<file path="src/core/rst_seq_pkg.sv">
// Purpose: shared constants for the reset sequencer and cause recorder
// Assumes: pclk is the oscillator reference clock at 250 MHz
// Notes:   cause register sits at byte offset 0x0 of a small apb window
package rst_seq_pkg;
  localparam int          CLK_MHZ         = 250;
  localparam int          STAB_CYCLES     = 4096;
  localparam int          PIN_DRIVE_CYC   = 32;
  localparam int          HOLD_EXTRA_CYC  = 32;
  localparam int          CPU_RELEASE_CYC = 64;
  localparam int          SAMPLE_CYC      = 32;
  localparam int          MIN_LOW_CYC     = 4;
  localparam int          WDOG_TIMEOUT    = 262144;
  localparam logic [15:0] VEC_HI_ADDR     = 16'hFFFE;
  localparam logic [15:0] VEC_LO_ADDR     = 16'hFFFF;
  localparam logic [15:0] WDOG_CTRL_ADDR  = 16'hFFFF;
  localparam logic [7:0]  STOP_OPCODE     = 8'h8E;
  localparam logic [11:0] CAUSE_OFFSET    = 12'h000;
  localparam logic [11:0] CTRL_OFFSET     = 12'h004;
  localparam logic [7:0]  CAUSE_RESET     = 8'h80;
  localparam int          BIT_POWER_ON    = 7;
  localparam int          BIT_EXT_PIN     = 6;
  localparam int          BIT_WATCHDOG    = 5;
  localparam int          BIT_BAD_OPCODE  = 4;
  localparam int          BIT_BAD_FETCH   = 3;
  localparam int          BIT_MONITOR     = 2;
  localparam int          BIT_LOW_SUPPLY  = 1;
  localparam int          BIT_STOP_EN     = 0;

  typedef enum logic [2:0] {
    ST_RUN   = 3'b000,
    ST_STAB  = 3'b001,
    ST_DRIVE = 3'b011,
    ST_HOLD  = 3'b010,
    ST_VEC_H = 3'b110,
    ST_VEC_L = 3'b111,
    ST_LOW   = 3'b101
  } seq_state_t;
endpackage : rst_seq_pkg

</file>
<file path="src/core/reset_sequencer_status.sv">
// Purpose: reset source gathering, reset pin drive, release timing and cause register
// Assumes: power-on is a raw asynchronous level; cpu events are single-cycle pulses on pclk
// Notes:   all timing counted in pclk cycles (the oscillator reference clock)
`timescale 1ns/1ps
module reset_sequencer_status
  import rst_seq_pkg::*;
#(
  parameter int STAB_COUNT = STAB_CYCLES,
  parameter int WDOG_COUNT = WDOG_TIMEOUT
) (
  input  wire logic        pclk,
  input  wire logic        presetn,
  input  wire logic        psel,
  input  wire logic        penable,
  input  wire logic        pwrite,
  input  wire logic [11:0] paddr,
  input  wire logic [31:0] pwdata,
  input  wire logic [3:0]  pstrb,
  output logic      [31:0] prdata,
  output logic             pready,
  output logic             pslverr,
  input  wire logic        rst_pin_in,
  output logic             rst_pin_out,
  output logic             rst_pin_oe,
  input  wire logic        supply_low,
  input  wire logic        illegal_opcode,
  input  wire logic [7:0]  opcode,
  input  wire logic        opcode_valid,
  input  wire logic        fetch_unmapped,
  input  wire logic        data_unmapped,
  input  wire logic        monitor_entry,
  input  wire logic        cpu_wr,
  input  wire logic [15:0] cpu_addr,
  output logic             cpu_reset,
  output logic             cpu_abort,
  output logic             clocks_gated,
  output logic             bus_clk_div4,
  output logic             vec_fetch,
  output logic [15:0]      vec_addr,
  output logic             vec_high_byte
);
  import rst_seq_pkg::*;

  localparam int CW = $clog2(STAB_COUNT + 1);
  localparam int WW = $clog2(WDOG_COUNT + 1);

  // pin synchroniser; only the second stage is read
  logic pin_s1_r, pin_s2_r;
  always_ff @(posedge pclk or negedge presetn) begin
    if (!presetn) begin
      pin_s1_r <= 1'b1;
      pin_s2_r <= 1'b1;
    end else begin
      pin_s1_r <= rst_pin_in;
      pin_s2_r <= pin_s1_r;
    end
  end

  // supply-low level also arrives asynchronously
  logic lv_s1_r, lv_s2_r;
  always_ff @(posedge pclk or negedge presetn) begin
    if (!presetn) begin
      lv_s1_r <= 1'b0;
      lv_s2_r <= 1'b0;
    end else begin
      lv_s1_r <= supply_low;
      lv_s2_r <= lv_s1_r;
    end
  end

  logic        stop_en_r, stop_en_nxt;
  logic [WW-1:0] wdog_r, wdog_nxt;
  logic [2:0]  low_cnt_r, low_cnt_nxt;
  logic        wr_acc, rd_cause, wdog_ovf, ext_req, bad_op, int_req;
  seq_state_t  state_r, state_nxt;
  logic [CW-1:0] cnt_r, cnt_nxt;
  logic [5:0]  smp_r, smp_nxt;
  logic        smp_run_r, smp_run_nxt;
  logic [7:0]  cause_r, cause_nxt;
  logic [7:0]  cause_set;
  logic        por_done_r;
  logic [31:0] prdata_nxt;

  assign pready   = 1'b1;
  assign pslverr  = 1'b0;
  assign wr_acc   = psel && penable && pwrite;
  assign rd_cause = psel && penable && !pwrite && (paddr == CAUSE_OFFSET);

  // power-on: presetn itself is the power-on pulse; first cycle after release starts stabilisation
  always_ff @(posedge pclk or negedge presetn) begin
    if (!presetn) por_done_r <= 1'b0;
    else          por_done_r <= 1'b1;
  end

  // stop option, external-pin qualification and watchdog
  assign bad_op   = illegal_opcode || (opcode_valid && !stop_en_r && opcode == STOP_OPCODE);
  assign wdog_ovf = (wdog_r == WW'(WDOG_COUNT - 1));
  assign ext_req  = (low_cnt_r == 3'(MIN_LOW_CYC - 1)) && !pin_s2_r && !rst_pin_oe;
  // data_unmapped deliberately takes no part: data accesses never reset
  assign int_req  = state_r == ST_RUN &&
                    (wdog_ovf || bad_op || fetch_unmapped || monitor_entry);

  // stop-enable option, written through the control word
  always_comb begin
    stop_en_nxt = stop_en_r;
    if (wr_acc && paddr == CTRL_OFFSET && pstrb[0]) begin
      stop_en_nxt = pwdata[BIT_STOP_EN];
    end
  end

  always_ff @(posedge pclk or negedge presetn) begin
    if (!presetn) stop_en_r <= 1'b0;
    else          stop_en_r <= stop_en_nxt;
  end

  // consecutive low samples of the pin while we are not driving it ourselves
  always_comb begin
    low_cnt_nxt = low_cnt_r;
    if (pin_s2_r || rst_pin_oe) begin
      low_cnt_nxt = 3'd0;
    end else if (low_cnt_r != 3'(MIN_LOW_CYC - 1)) begin
      low_cnt_nxt = low_cnt_r + 3'd1;
    end
  end

  always_ff @(posedge pclk or negedge presetn) begin
    if (!presetn) low_cnt_r <= 3'd0;
    else          low_cnt_r <= low_cnt_nxt;
  end

  // watchdog is held clear in reset so each run starts a full timeout window
  always_comb begin
    wdog_nxt = wdog_r + WW'(1);
    if (cpu_reset || (cpu_wr && cpu_addr == WDOG_CTRL_ADDR) || wdog_ovf) begin
      wdog_nxt = '0;
    end
  end

  always_ff @(posedge pclk or negedge presetn) begin
    if (!presetn) wdog_r <= '0;
    else          wdog_r <= wdog_nxt;
  end

  // sequence: LOW -> STAB -> DRIVE -> HOLD -> VEC_H -> VEC_L -> RUN
  always_comb begin
    state_nxt   = state_r;
    cnt_nxt     = cnt_r + CW'(1);
    smp_nxt     = smp_r;
    smp_run_nxt = smp_run_r;
    cause_set   = 8'h00;
    if (smp_run_r) begin
      smp_nxt = smp_r + 6'd1;
      if (smp_r == 6'(SAMPLE_CYC - 1)) begin
        smp_run_nxt = 1'b0;
        if (!pin_s2_r) cause_set[BIT_EXT_PIN] = 1'b1;
      end
    end
    unique case (state_r)
      ST_RUN: begin
        cnt_nxt = '0;
        if (lv_s2_r) begin
          state_nxt = ST_LOW;
          cause_set[BIT_LOW_SUPPLY] = 1'b1;
        end else if (int_req) begin
          state_nxt = ST_DRIVE;
          if (wdog_ovf)       cause_set[BIT_WATCHDOG]   = 1'b1;
          if (bad_op)         cause_set[BIT_BAD_OPCODE] = 1'b1;
          if (fetch_unmapped) cause_set[BIT_BAD_FETCH]  = 1'b1;
          if (monitor_entry)  cause_set[BIT_MONITOR]    = 1'b1;
        end else if (ext_req) begin
          state_nxt = ST_HOLD;
          cause_set[BIT_EXT_PIN] = 1'b1;
        end
      end
      ST_LOW: begin
        cnt_nxt = '0;
        if (!lv_s2_r) state_nxt = ST_STAB;
      end
      ST_STAB: begin
        if (lv_s2_r) state_nxt = ST_LOW;
        else if (cnt_r == CW'(STAB_COUNT - 1)) begin
          state_nxt = ST_DRIVE;
          cnt_nxt   = '0;
        end
      end
      ST_DRIVE: if (cnt_r == CW'(PIN_DRIVE_CYC - 1)) begin
        state_nxt   = ST_HOLD;
        cnt_nxt     = '0;
        smp_run_nxt = 1'b1;
        smp_nxt     = 6'd0;
      end
      ST_HOLD: begin
        // an external reset holds while the pin stays low
        if (!pin_s2_r && !rst_pin_oe) cnt_nxt = '0;
        else if (cnt_r == CW'(HOLD_EXTRA_CYC - 1)) begin
          state_nxt = ST_VEC_H;
          cnt_nxt   = '0;
        end
      end
      ST_VEC_H: state_nxt = ST_VEC_L;
      ST_VEC_L: state_nxt = ST_RUN;
      default:  state_nxt = ST_RUN;
    endcase
    // power-on overrides everything in its first cycle
    if (!por_done_r) begin
      state_nxt   = ST_STAB;
      cnt_nxt     = '0;
      smp_run_nxt = 1'b0;
    end
  end

  // per-flag update: a read clears only the bits it reported, so a cause latched
  // between the setup and access edges survives; a set in the clearing edge wins
  for (genvar b = 0; b < 8; b++) begin : g_cause
    if (b == 0) begin : g_zero
      assign cause_nxt[b] = 1'b0;
    end else begin : g_flag
      assign cause_nxt[b] = !por_done_r ? ((b == BIT_POWER_ON) || (b == BIT_LOW_SUPPLY)) :
                            (cause_set[b] || (cause_r[b] && !(rd_cause && prdata[b])));
    end
  end

  always_ff @(posedge pclk or negedge presetn) begin
    if (!presetn) begin
      state_r   <= ST_STAB;
      cnt_r     <= '0;
      smp_r     <= 6'd0;
      smp_run_r <= 1'b0;
      cause_r   <= CAUSE_RESET;
    end else begin
      state_r   <= state_nxt;
      cnt_r     <= cnt_nxt;
      smp_r     <= smp_nxt;
      smp_run_r <= smp_run_nxt;
      cause_r   <= cause_nxt;
    end
  end

  // pin, clock-gate and vector outputs decoded from the state register only, so they never glitch on inputs
  logic        pin_drive;
  logic        gate_clk;
  logic        in_vec;
  logic        vec_hi;
  logic [15:0] vec_sel;

  always_comb begin
    pin_drive = 1'b0;
    gate_clk  = 1'b0;
    in_vec    = 1'b0;
    vec_hi    = 1'b0;
    vec_sel   = VEC_HI_ADDR;
    unique case (state_r)
      ST_RUN: begin
        pin_drive = 1'b0;
        gate_clk  = 1'b0;
        in_vec    = 1'b0;
        vec_hi    = 1'b0;
        vec_sel   = VEC_HI_ADDR;
      end
      ST_LOW: begin
        pin_drive = 1'b1;
        gate_clk  = 1'b1;
        in_vec    = 1'b0;
        vec_hi    = 1'b0;
        vec_sel   = VEC_HI_ADDR;
      end
      ST_STAB: begin
        pin_drive = 1'b1;
        gate_clk  = 1'b1;
        in_vec    = 1'b0;
        vec_hi    = 1'b0;
        vec_sel   = VEC_HI_ADDR;
      end
      ST_DRIVE: begin
        pin_drive = 1'b1;
        gate_clk  = 1'b0;
        in_vec    = 1'b0;
        vec_hi    = 1'b0;
        vec_sel   = VEC_HI_ADDR;
      end
      ST_HOLD: begin
        pin_drive = 1'b0;
        gate_clk  = 1'b0;
        in_vec    = 1'b0;
        vec_hi    = 1'b0;
        vec_sel   = VEC_HI_ADDR;
      end
      ST_VEC_H: begin
        pin_drive = 1'b0;
        gate_clk  = 1'b0;
        in_vec    = 1'b1;
        vec_hi    = 1'b1;
        vec_sel   = VEC_HI_ADDR;
      end
      ST_VEC_L: begin
        pin_drive = 1'b0;
        gate_clk  = 1'b0;
        in_vec    = 1'b1;
        vec_hi    = 1'b0;
        vec_sel   = VEC_LO_ADDR;
      end
      default: begin
        // unused code: keep the pin low so outside parts stay in reset
        pin_drive = 1'b1;
        gate_clk  = 1'b0;
        in_vec    = 1'b0;
        vec_hi    = 1'b0;
        vec_sel   = VEC_HI_ADDR;
      end
    endcase
  end

  assign rst_pin_out   = 1'b0;
  assign rst_pin_oe    = pin_drive;
  assign cpu_reset     = (state_r != ST_RUN) || int_req || ext_req || lv_s2_r;
  assign cpu_abort     = cpu_reset;
  assign clocks_gated  = gate_clk;
  assign bus_clk_div4  = cpu_reset;
  assign vec_fetch     = in_vec;
  assign vec_high_byte = vec_hi;
  assign vec_addr      = vec_sel;

  always_comb begin
    prdata_nxt = 32'h0000_0000;
    if (psel && !pwrite) begin
      if (paddr == CAUSE_OFFSET)     prdata_nxt = {24'h00_0000, cause_r};
      else if (paddr == CTRL_OFFSET) prdata_nxt = {31'h0, stop_en_r};
    end
  end

  // read data registered in the setup cycle so it is stable during access
  always_ff @(posedge pclk or negedge presetn) begin
    if (!presetn) prdata <= 32'h0000_0000;
    else          prdata <= prdata_nxt;
  end

endmodule : reset_sequencer_status

</file>
<file path="config.mk">
export PLATFORM = sky130hd
export DESIGN_NAME = reset_sequencer_status
export DESIGN_NICKNAME = d
export VERILOG_FILES = /design/src/core/rst_seq_pkg.sv /design/src/core/reset_sequencer_status.sv
export SDC_FILE = /design/constraint.sdc
export NUM_CORES = 1
export LEC_CHECK = 0
export ABC_CLOCK_PERIOD_IN_PS = 2200
export BUFFER_PORTS_ARGS = -buffer_cell sky130_fd_sc_hd__buf_2
export CORE_UTILIZATION = 33
export CTS_CLUSTER_DIAMETER = 200
export DETAILED_ROUTE_END_ITERATION = 10
export PLACE_DENSITY = 0.66
export SYNTH_ARGS = -nofsm -noshare
export SYNTH_HDL_FRONTEND = slang
export SYNTH_SLANG_ARGS = --single-unit
</file>
<file path="constraint.sdc">
create_clock -name pclk -period 2.2 [get_ports pclk]
set_input_delay 0.11 -clock pclk [delete_from_list [all_inputs] [get_ports pclk]]
set_output_delay 0.11 -clock pclk [all_outputs]
set_load 0.03 [all_outputs]
</file>
======== After elaboration in Yosys (flattened, before gate mapping) ========
Index checks and enable logic that the tools add are counted.
operators by class
  muxes and demuxes ....................... 56
  reduce and logical (&&, ||, !) cells .... 63
  equal/unequal tests ..................... 21
  add/sub/neg operators ................... 4
operators by type and width
  cell                                                    number
  2-to-1 mux 13 bit                                       5
  2-to-1 mux 32 bit                                       2
  one-hot mux 13 bit (4 select lines)                     1
  2-to-1 mux 3 bit                                        12
  logical AND 1 bit                                       28
  2-to-1 mux 1 bit                                        28
  2-to-1 mux 6 bit                                        4
  adder 19 x 1 -> 19 bit (second input constant)          1
  equality test 19 x 18 -> 1 bit (second input constant)  1
  2-to-1 mux 19 bit                                       1
  one-hot mux 3 bit (6 select lines)                      1
  equality test 16 bit (second input constant)            1
  logical OR 1 bit                                        16
  adder 13 x 1 -> 13 bit (second input constant)          1
  equality test 13 x 12 -> 1 bit (second input constant)  1
  equality test 13 x 5 -> 1 bit (second input constant)   1
  equality test 12 x 3 -> 1 bit (second input constant)   1
  zero test 12 bit                                        1
  != test 3 bit (second input constant)                   4
  zero test 1 bit                                         10
  equality test 3 x 2 -> 1 bit (second input constant)    3
  equality test 3 bit (second input constant)             3
  equality test 8 bit (second input constant)             1
  adder 6 x 1 -> 6 bit (second input constant)            1
  other kinds (14)                                        16
word-level totals
  input port bits ......................... 85
  output and inout port bits .............. 58
  flip-flop bits (word level) ............. 90
  logic and storage cells ................. 158

======== Logic depth before layout (Yosys ltp) ========
Gate-level depths: netlist (run 1).
  word-level depth ........................ 14
  gate-level depth with buffers ........... 9
  gate-level depth less buffers ........... 7

======== Worst setup path after synthesis (run 1) ========
Ideal clock, no wire load.
  path kind ............................... register to register
  start ................................... register state_r[0]
  end ..................................... register cause_r[6]
  slack ................................... 0.054 ns
  stages on the path, launching flop included .. 8
  data arrival time ....................... 2.022 ns
  data required time ...................... 2.076 ns
  path buffers ............................ 1
  period minus slack after synthesis ...... 2.146 ns
  library setup time ...................... 0.124 ns
  path through ............................ dfstp_2 > buf_2 > inv_1 > mux2i_1 > nand2b_1 > inv_1 > and4_2 > o31a_1
on the way
  cells in the longest elaborated chain, start to end .. 9
  elaborated cells on any way between the ends .. 13
  classes of those cells .................. eq/ne: 3; mux: 5; reduce/logical: 5
ends and longest elaborated chain
  what                                                  line                           source
  start: declaration                                    reset_sequencer_status.sv:75   seq_state_t state_r, state_nxt;
  start signal: assignment                              reset_sequencer_status.sv:231  state_r <= state_nxt;
  equality test 3 x 2 -> 1 bit (tied with other cells)  reset_sequencer_status.sv:252  unique case (state_r)
  OR reduction 4 bit (no source line)                   --
  logical AND 1 bit                                     reset_sequencer_status.sv:98   assign ext_req = (low_cnt_r == 3'(MIN_LOW_CYC - 1)) && !pin_s2_r && !rst_pin_oe;
  2-to-1 mux 1 bit                                      reset_sequencer_status.sv:170  end else if (ext_req) begin
  2-to-1 mux 1 bit                                      reset_sequencer_status.sv:164  end else if (int_req) begin
  2-to-1 mux 5 bit                                      reset_sequencer_status.sv:161  if (lv_s2_r) begin
  2-to-1 mux 6 bit (*)                                  reset_sequencer_status.sv:158  unique case (state_r)
  logical OR 1 bit (*)                                  reset_sequencer_status.sv:219  (cause_set[b] || (cause_r[b] && !(rd_cause && prdata[b])));
  2-to-1 mux 1 bit (*)                                  reset_sequencer_status.sv:218  assign cause_nxt[b] = !por_done_r ? ((b == BIT_POWER_ON) || (b == BIT_LOW_SUPPLY)) :
  net cause_nxt[6]                                      reset_sequencer_status.sv:79   logic [7:0] cause_r, cause_nxt;
  end signal: assignment                                reset_sequencer_status.sv:235  cause_r <= cause_nxt;
  end: declaration                                      reset_sequencer_status.sv:79
The timed path passes the listed nets; every way through them passes the cells marked *.
A chain may end at the register's enable or synchronous reset.

======== Final worst setup path (run 1) ========
  start ................................... register stop_en_r
  end ..................................... output port cpu_reset
on the way
  cells in the longest elaborated chain, start to end .. 11
ends and longest elaborated chain
  what                            line                           source
  start: declaration              reset_sequencer_status.sv:71   logic stop_en_r, stop_en_nxt;
  start signal: assignment        reset_sequencer_status.sv:113  else stop_en_r <= stop_en_nxt;
  zero test 1 bit                 reset_sequencer_status.sv:96   assign bad_op = illegal_opcode || (opcode_valid && !stop_en_r && opcode == STOP_OPCODE);
  logical AND 1 bit (2 in a row)  reset_sequencer_status.sv:96
  logical OR 1 bit                reset_sequencer_status.sv:96
  logical OR 1 bit (3 in a row)   reset_sequencer_status.sv:101  (wdog_ovf || bad_op || fetch_unmapped || monitor_entry);
  logical AND 1 bit               reset_sequencer_status.sv:100  assign int_req = state_r == ST_RUN &&
  logical OR 1 bit (3 in a row)   reset_sequencer_status.sv:315  assign cpu_reset = (state_r != ST_RUN) || int_req || ext_req || lv_s2_r;
  end: declaration                reset_sequencer_status.sv:34   output logic cpu_reset,
No other way between the ends.

==> metrics.md, run 1 <==
| Metric | Value |
|---|---|
| Area Growth Syn to Fin | 17.5% |
| Starting Density | 34.4% |
| Max-cap viol count | 0 |
| Fmax | roughly 0.48 GHz |
| Peak supply drop | 0.357 mV |
| Seq/Total Area, Yosys | between 40% and 50% |
| Post-route ant nets | 0 |
| YS warnings | 0 |
| Slew Viols, Final | 0 |
| Vias | 2638 |
| Number of synthesized register bits | 66 |
| CP startpoint kind | flop |
| Die area | 11300 um2 |
| Hold Fails Final Rpt | 0 |
| WS Path Type | reg2out |
| Clock latency on the worst-skew pair | roughly 340 ps |
| FILL cells | 1031 |
| Vias per cell | 4.57 |
| Setup TNS | 0 ps |
| Non-filler cells, final | 577 |
| Critical path capture point type | output port |
| Antenna violations before repair | 0 |
| CTS tree | yes |
| CTS max path bufs | 2 |
| RR Startpoint | stop_en_r |
| Placer Congestion | between 0.7 and 0.8 |
| Top cells by area, synth | dfrtp_1 (43%), buf_4 (9.4%), nor2_1 (5.1%) |
| Cell accounting for the most synthesized area | dfrtp_1 |
| Setup violators final | 0 |
| Setup crit start | stop_en_r |
| GRT Resource Usage Total | a little over an eighth |
| Post-CTS setup buffers | 0 |
| Num CTS Buffers | 9 |
| Std-Cell Core Area | 10400 um2 |
| Final HPWL DP | 5.20 mm |
| Top-count cell post-synth | dfrtp_1 |
| Pre-CTS WS | 95.7 ps |
| Setup WS post-layout | 105 ps |
| Synth cell count leaders | dfrtp_1 (62), nor2_1 (49), buf_4 (45), nand2_1 (20), xor2_1 (19) |
| Vias in the first global route | 2633 |
| I/O pin cnt | around 140 |
| NumNets Final | approximately 530 |
| Fin crit share | 95.2% |
| Hold Crit Start | paddr[2] |
| Clk root buf | clkbuf_8 |
| Routed wire length | roughly 7 mm |
| Crit path max fanout | 4 |
| EDFF count, synth | 0 |
| Die H | between 100 and 150 um |
| DR iter-0 viols | 86 |
| Syn Inst Count | 363 |
| DRC Markers | 0 |
| Synth unique cells | 53 |
| WP data arrival | 1980 ps |
| I/O Buffers | 65 |
| Share of layout cells above drive strength 1 | a little over a quarter |
| Synth async-reset ratio | 100% |
| ANT cells | 0 |
| Final core occ | approximately 40% |
| Worst Clk Skew | 8.48 ps |
| RSZ-0062 raised after global routing | false |
| Grt ovf | 0 |
| Syn Area/Cell | 9.86 um2 |
| LEAKAGE | slightly below 2 nW |
| Drt first pass iters | 4 |
| Worst EP required | 2090 ps |
| Dpl cells | 557 |
| Power after layout | ~2.7 mW |
| Largest net degree at the start of global routing | 44 |
| Worst Tran Pin Value | ~560 ps |
| H-tree depth | 3 |
| Hold Path Class | in2reg |
| Chip width | 106 um |
| Clock transition at path regs | 70 ps |
| Final worst path period need | 2090 ps |
| Yosys top cell area share | 43.3% |
| Post-Syn Area | 3580 um2 |
| DR WL/cell | 12.1 um |
| P per Cell Area | 637 nW/um2 |
| Max_slew headroom | 62.4% |
| Rows | 37 |
| Global-route wire length before repair | 12.0 mm |
| Synth Flop Type | dfrtp_1 |
| Num Clock Sinks | 66 |
| Status | finished clean |
cell usage in the layout, fill, tap and decap left out, types with 3 or more instances in the layout:
master         instances
clkbuf_4               3
nand2_1               19
and3_1                 7
dfstp_2                4
nor3_1                 6
nor2_1                49
ha_1                   4
xnor2_1               13
nand4_1               14
nand3_1               15
xor2_1                19
a21oi_1                4
buf_4                  5
clkbuf_8              10
nor4_1                 6
dlygate4sd3_1          5
inv_1                 11
and4_1                 3
dfrtp_1               62
mux2i_1                3
nor2b_1                5
nor2_2                 8
buf_2                 62
o21ai_0                3
and2_1                11
conb_1                43
worst max-delay path, stage by stage (launching register included):
cell	delay (ps)
dfrtp_1	390
or4bb_4	580
o31ai_4	220
a21oi_2	120
nand2_2	140
clkbuf_4	200
logic make-up (layout without fill, tap and decap cells):
kind of cell,Yosys count,after routing,synth area share [%]
xor+xnor,32,32,7.83
mux,4,4,1.15
other cells,2,43,0.210
compound gates,32,32,7.41
simple gates,156,156,23.4
fa+ha+maj,5,5,1.75
buf+inv,66,103,11.9
flops,66,66,46.3
registers in the layout (all words and copies together) (netlist names), 3 cells and up:
name and flops:
wdog_r 19, state_r 3, cause_r 7, smp_r 6
prdata 8, cnt_r 13, low_cnt_r 3
final cells by class:
type | instances | area, um2 | share of cell area, %
Clock buffer | 10 | 138 | 3.27
Clock inverter | 5 | 78.8 | 1.87
Inverter | 11 | 41.3 | 0.982
Multi-Input combinational cell | 272 | 1660 | 39.5
Sequential cell | 66 | 1660 | 39.4
Tap cell | 136 | 170 | 4.05
Timing Repair Buffer | 77 | 460 | 10.9
per-layer routing:
layer  up-vias  part of all wire, %  GRT usage (%)
li1       1289                    -              -
met4         0                  1.2           4.46
met3        10                  5.1           4.66
met5         -                    0              0
met2        61                   50           22.7
met1      1278                   43           16.2
metrics by stage:
stage / instance area [um2] / hold slack (ps)
3_3_place_gp: 3920 / 127
5_1_grt: 4210 / 46.9
3_5_place_dp: 3920 / 132
6_report: 4210 / 53.6
2_1_floorplan: 3730 / -186
4_1_cts: 4190 / 30.4
what timing repair did:
action,CTS,global route
resized for setup,0,8
pin swaps,0,0
hold endpoints to repair,26,0
endpoints found under the setup margin,3,17
hold buffers,5,0
where the power goes:
| group | internal (mW) | total, mW | switching (mW) | leakage (nW) |
|---|---|---|---|---|
| clock | 0.660 | 1.11 | 0.450 | 0.112 |
| sequential | 1.23 | 1.25 | 0.0195 | 0.893 |
| combinational | 0.0940 | 0.316 | 0.222 | 0.943 |
path summary, 6_finish.rpt:
kind	cells after the start	slack, ps	to
max	5	110	cpu_reset
min	3	50	prdata[0]
max reg2reg	6	160	state_r[1]
min reg2reg	0	360	pin_s2_r
max in group asynchronous	3	1210	state_r[0]
min in group asynchronous	2	300	smp_r[5]
(Power assumes the default switching activity.)
==> inputs of run 2 (changes only) <==
ABC_AREA = 1   (was default)
ABC_CLOCK_PERIOD_IN_PS = 1700   (was 2200)
PLACE_DENSITY = 0.68   (was 0.66)
clock period = 1.7 ns   (was 2.2 ns; I/O delays follow)
==> metrics.md, run 2 <==
| Metric | Value |
|---|---|
| Status | complete, but fails checks (was finished clean) |
| Violated checks | setup timing |
| Largest registers | wdog_r: 19 flops, cnt_r: 13 flops, prdata: 8 flops (unchanged) |
| Synth async-reset ratio | 100% (unchanged) |
| Slowest cell on the critical path | dfrtp_1 (was or4bb_4) |
| Internal power | 3.07 mW (was 1.99 mW) |
| ANT cells | 0 (unchanged) |
| Hold Fails Final Rpt | 0 (unchanged) |
| DRC Markers | 0 (unchanged) |
| Top reg by flops | wdog_r (unchanged) |
| Max stage delay on crit path | 380 ps (was 580 ps) |
| Part of the power in registers | 38.4% (was 46.8%) |
| DR WL/cell | 11.6 um (was 12.1 um) |
| I/O Buffers | 65 (unchanged) |
| Worst EP required | 1620 ps (was 2090 ps) |
| NumNets Final | 660 (was 527) |
| Number of synthesized register bits | 66 (unchanged) |
| Gate power share | 24.9% (was 11.8%) |
| WS Path Type | reg2out (unchanged) |
| Worst Clk Skew | 10.8 ps (was 8.48 ps) |
| Power after layout | 4.48 mW (was 2.68 mW) |
| Seq/Total Area, Yosys | 44.2% (was 46.3%) |
| DR iter-0 viols | 84 (was 86) |
| Area Growth Syn to Fin | 30.4% (was 17.5%) |
| Yosys top cell area share | 41.4% (was 43.3%) |
| Setup violators final | 8 (was 0) |
| CP Cell Sequence | ha_2 -> ha_4 -> inv_4 -> nor2_4 -> nor2_4 -> nand3_4 -> buf_6 -> buf_6 (was or4bb_4 -> o31ai_4 -> a21oi_2 -> nand2_2 -> clkbuf_4) |
| Top sig layer | met4 (unchanged) |
| Hold Path Class | in2reg (unchanged) |
| Clock transition at path regs | 60 ps (was 70 ps) |
| RR Startpoint | cnt_r[0] (was stop_en_r) |
| Largest register FFs | 19 (unchanged) |
| Num CTS Buffers | 9 (unchanged) |
| Chip width | 109 um (was 106 um) |
| Cell accounting for the most synthesized area | dfrtp_1 (unchanged) |
| Vias in the first global route | 2992 (was 2633) |
| Num Clock Sinks | 66 (unchanged) |
| P per Cell Area | 917 nW/um2 (was 637 nW/um2) |
| Setup crit start | low_cnt_r[1] (was stop_en_r) |
| CTS tree | yes (unchanged) |
| Commonest non-fill, non-tap cell in the layout | nand2_1 |
| End of the worst hold path | prdata[0] (unchanged) |
| H-tree depth | 3 (unchanged) |
| I/O pin cnt | 143 (unchanged) |
| Rows | 38 (was 37) |
| Synth Flop Type | dfrtp_1 (unchanged) |
| Top-count cell post-synth | nand2_1 (was dfrtp_1) |
| Global-route wire length before repair | 13.2 mm (was 12.0 mm) |
| Hold depth | 3 (unchanged) |
| Max-cap viol count | 0 (unchanged) |
| Crit path max fanout | 3 (was 4) |
| Fin crit share | 102% |
| Syn Inst Count | 457 (was 363) |
| R2r endpoint | cnt_r[11] (was state_r[1]) |
| Fmax | 0.574 GHz |
| Most frequent cells in the layout | nand2_1 (69), nor2_1 (62), buf_2 (61), dfrtp_1 (59), inv_1 (47) (was dfrtp_1 (62), buf_2 (62), nor2_1 (49), conb_1 (43)) |
| Clock latency on the worst-skew pair | 330 ps (was 340 ps) |
| Setup WS post-layout | -42.4 ps (was 105 ps) |
| Synth unique cells | 44 (was 53) |
| Clock power share | 36.7% (was 41.4%) |
| Top cells by area, synth | dfrtp_1 (41%), buf_4 (9.0%), nand2_1 (7.7%) (was dfrtp_1 (43%), buf_4 (9.4%), nor2_1 (5.1%)) |
| R2R Setup Slk | -20 ps (was 160 ps) |
| CP startpoint kind | flop (unchanged) |
| Psw | 1.41 mW (was 692 uW) |
| Drt first pass iters | 4 (unchanged) |
| Placer Congestion | 0.829 (was 0.765) |
| Post-route ant nets | 0 (unchanged) |
| Starting Density | 34.2% (was 34.4%) |
| Synth cell count leaders | nand2_1 (77), nor2_1 (66), dfrtp_1 (62), inv_1 (49), buf_4 (45) (was dfrtp_1 (62), nor2_1 (49), buf_4 (45), nand2_1 (20), xor2_1 (19)) |
| Std-Cell Core Area | 10900 um2 (was 10400 um2) |
| RSZ-0062 raised after global routing | true (was false) |
| Routed met1 length | 3.66 mm (was 3.04 mm) |
| Clk root buf | clkbuf_16 (was clkbuf_8) |
| EDFF count, synth | 0 (unchanged) |
| Post-Syn Area | 3740 um2 (was 3580 um2) |
| Setup TNS | -182 ps (was 0 ps) |
| Slew Viols, Final | 0 (unchanged) |
| Syn Area/Cell | 8.19 um2 (was 9.86 um2) |
| Critical path capture point type | output port (unchanged) |
| LEAKAGE | 2.39 nW (was 1.95 nW) |
| Final HPWL DP | 5.72 mm (was 5.20 mm) |
| Vias per cell | 4.55 (was 4.57) |
| Share of layout cells above drive strength 1 | 29.7% (was 26.3%) |
| YS warnings | 0 (unchanged) |
| Metal2 WL | 4.05 mm (was 3.52 mm) |
| Routed wire length | 8.30 mm (was 7.00 mm) |
| Largest net degree at the start of global routing | 67 (was 44) |
| Switch share | 31.5% (was 25.8%) |
| Final worst path period need | 1740 ps |
| GRT Resource Usage Total | 14.4% (was 13.6%) |
| WP data arrival | 1660 ps (was 1980 ps) |
| Worst R2R Path Depth | 9 (was 6) |
| Die area | 11800 um2 (was 11300 um2) |
| Vias | 3255 (was 2638) |
| Antenna violations before repair | 0 (unchanged) |
| Peak supply drop | 0.463 mV (was 0.357 mV) |
| Die H | 109 um (was 106 um) |
| CTS max path bufs | 2 (unchanged) |
| Routed met3 length | 388 um (was 356 um) |
| Grt ovf | 0 (unchanged) |
| Hold Crit Start | paddr[2] (unchanged) |
==> run 2: worst max-delay path by stage <==
stage               depth (start not counted)           end
floorplan                                   9    wdog_r[10]
global placement                            9     cnt_r[12]
detailed placement                          9     wdog_r[9]
CTS                                         8  bus_clk_div4
global route                                9     cnt_r[11]
finish                                      8  bus_clk_div4
==> run 2: metrics by stage <==
stage	setup WS (ps)	cell area [um2]	hold WS [ps]	cells	utilization, %
3_3_place_gp	48.2	4260	126	675	39.0
3_5_place_dp	22.5	4260	131	675	39.0
6_report	-42.4	4880	9.12	715	44.6
4_1_cts	-64.0	4720	0.181	704	43.2
5_1_grt	-142	4880	9.33	715	44.6
2_1_floorplan	-17.3	3940	-211	498	-
==> run 2: cell type report <==
| cell class | instances | area, um2 |
|---|---|---|
| Clock buffer | 11 | 233 |
| Clock inverter | 5 | 31.3 |
| Fill cell | 1046 | 6050 |
| Inverter | 51 | 201 |
| Multi-Input combinational cell | 333 | 1860 |
| Sequential cell | 66 | 1660 |
| Tap cell | 140 | 175 |
| Timing Repair Buffer | 109 | 719 |
==> run 2: worst max-delay path, delay by kind of cell (launching register included) <==
kind	cells	cell delay (ps)
adders and majority gates	2	370
buffers and inverters	3	340
DFF	1	380
and+or+nand+nor	3	240
==> run 2: power groups by stage <==
stage          clock [mW]  combinational [mW]  sequential, mW
6_report             1.64                1.12            1.72
5_1_grt              1.75                1.23            1.72
4_1_cts              1.68                1.00            1.70
3_5_place_dp            0               0.898            1.74
3_3_place_gp            0               0.881            1.74
2_1_floorplan           0               0.643            1.73
==> run 2: cell families (layout without fill, tap and decap cells) <==
logic type,count (synthesis),after routing,synth area share (%)
compound gates,29,29,4.61
xor+xnor,23,23,5.38
fa+ha+maj,5,5,1.67
buf+inv,100,176,14.8
flops,66,66,44.2
mux,1,1,0.267
other cells,2,43,0.201
simple gates,231,232,28.9
==> run 2: timing repair <==
item,in CTS,in global routing
hold buffers,4,0
gates cloned,0,1
setup buffers,9,11
pin swaps,8,16
setup endpoints to repair,3,37
resized for setup,23,22
endpoints found under the hold margin,65,0
==> run 2: layer usage <==
layer / GRT usage, % / vias to the layer above
met4: 7.92 / 0
li1: - / 1600
met2: 24.3 / 113
met3: 2.47 / 15
met5: 0 / -
met1: 17.4 / 1527
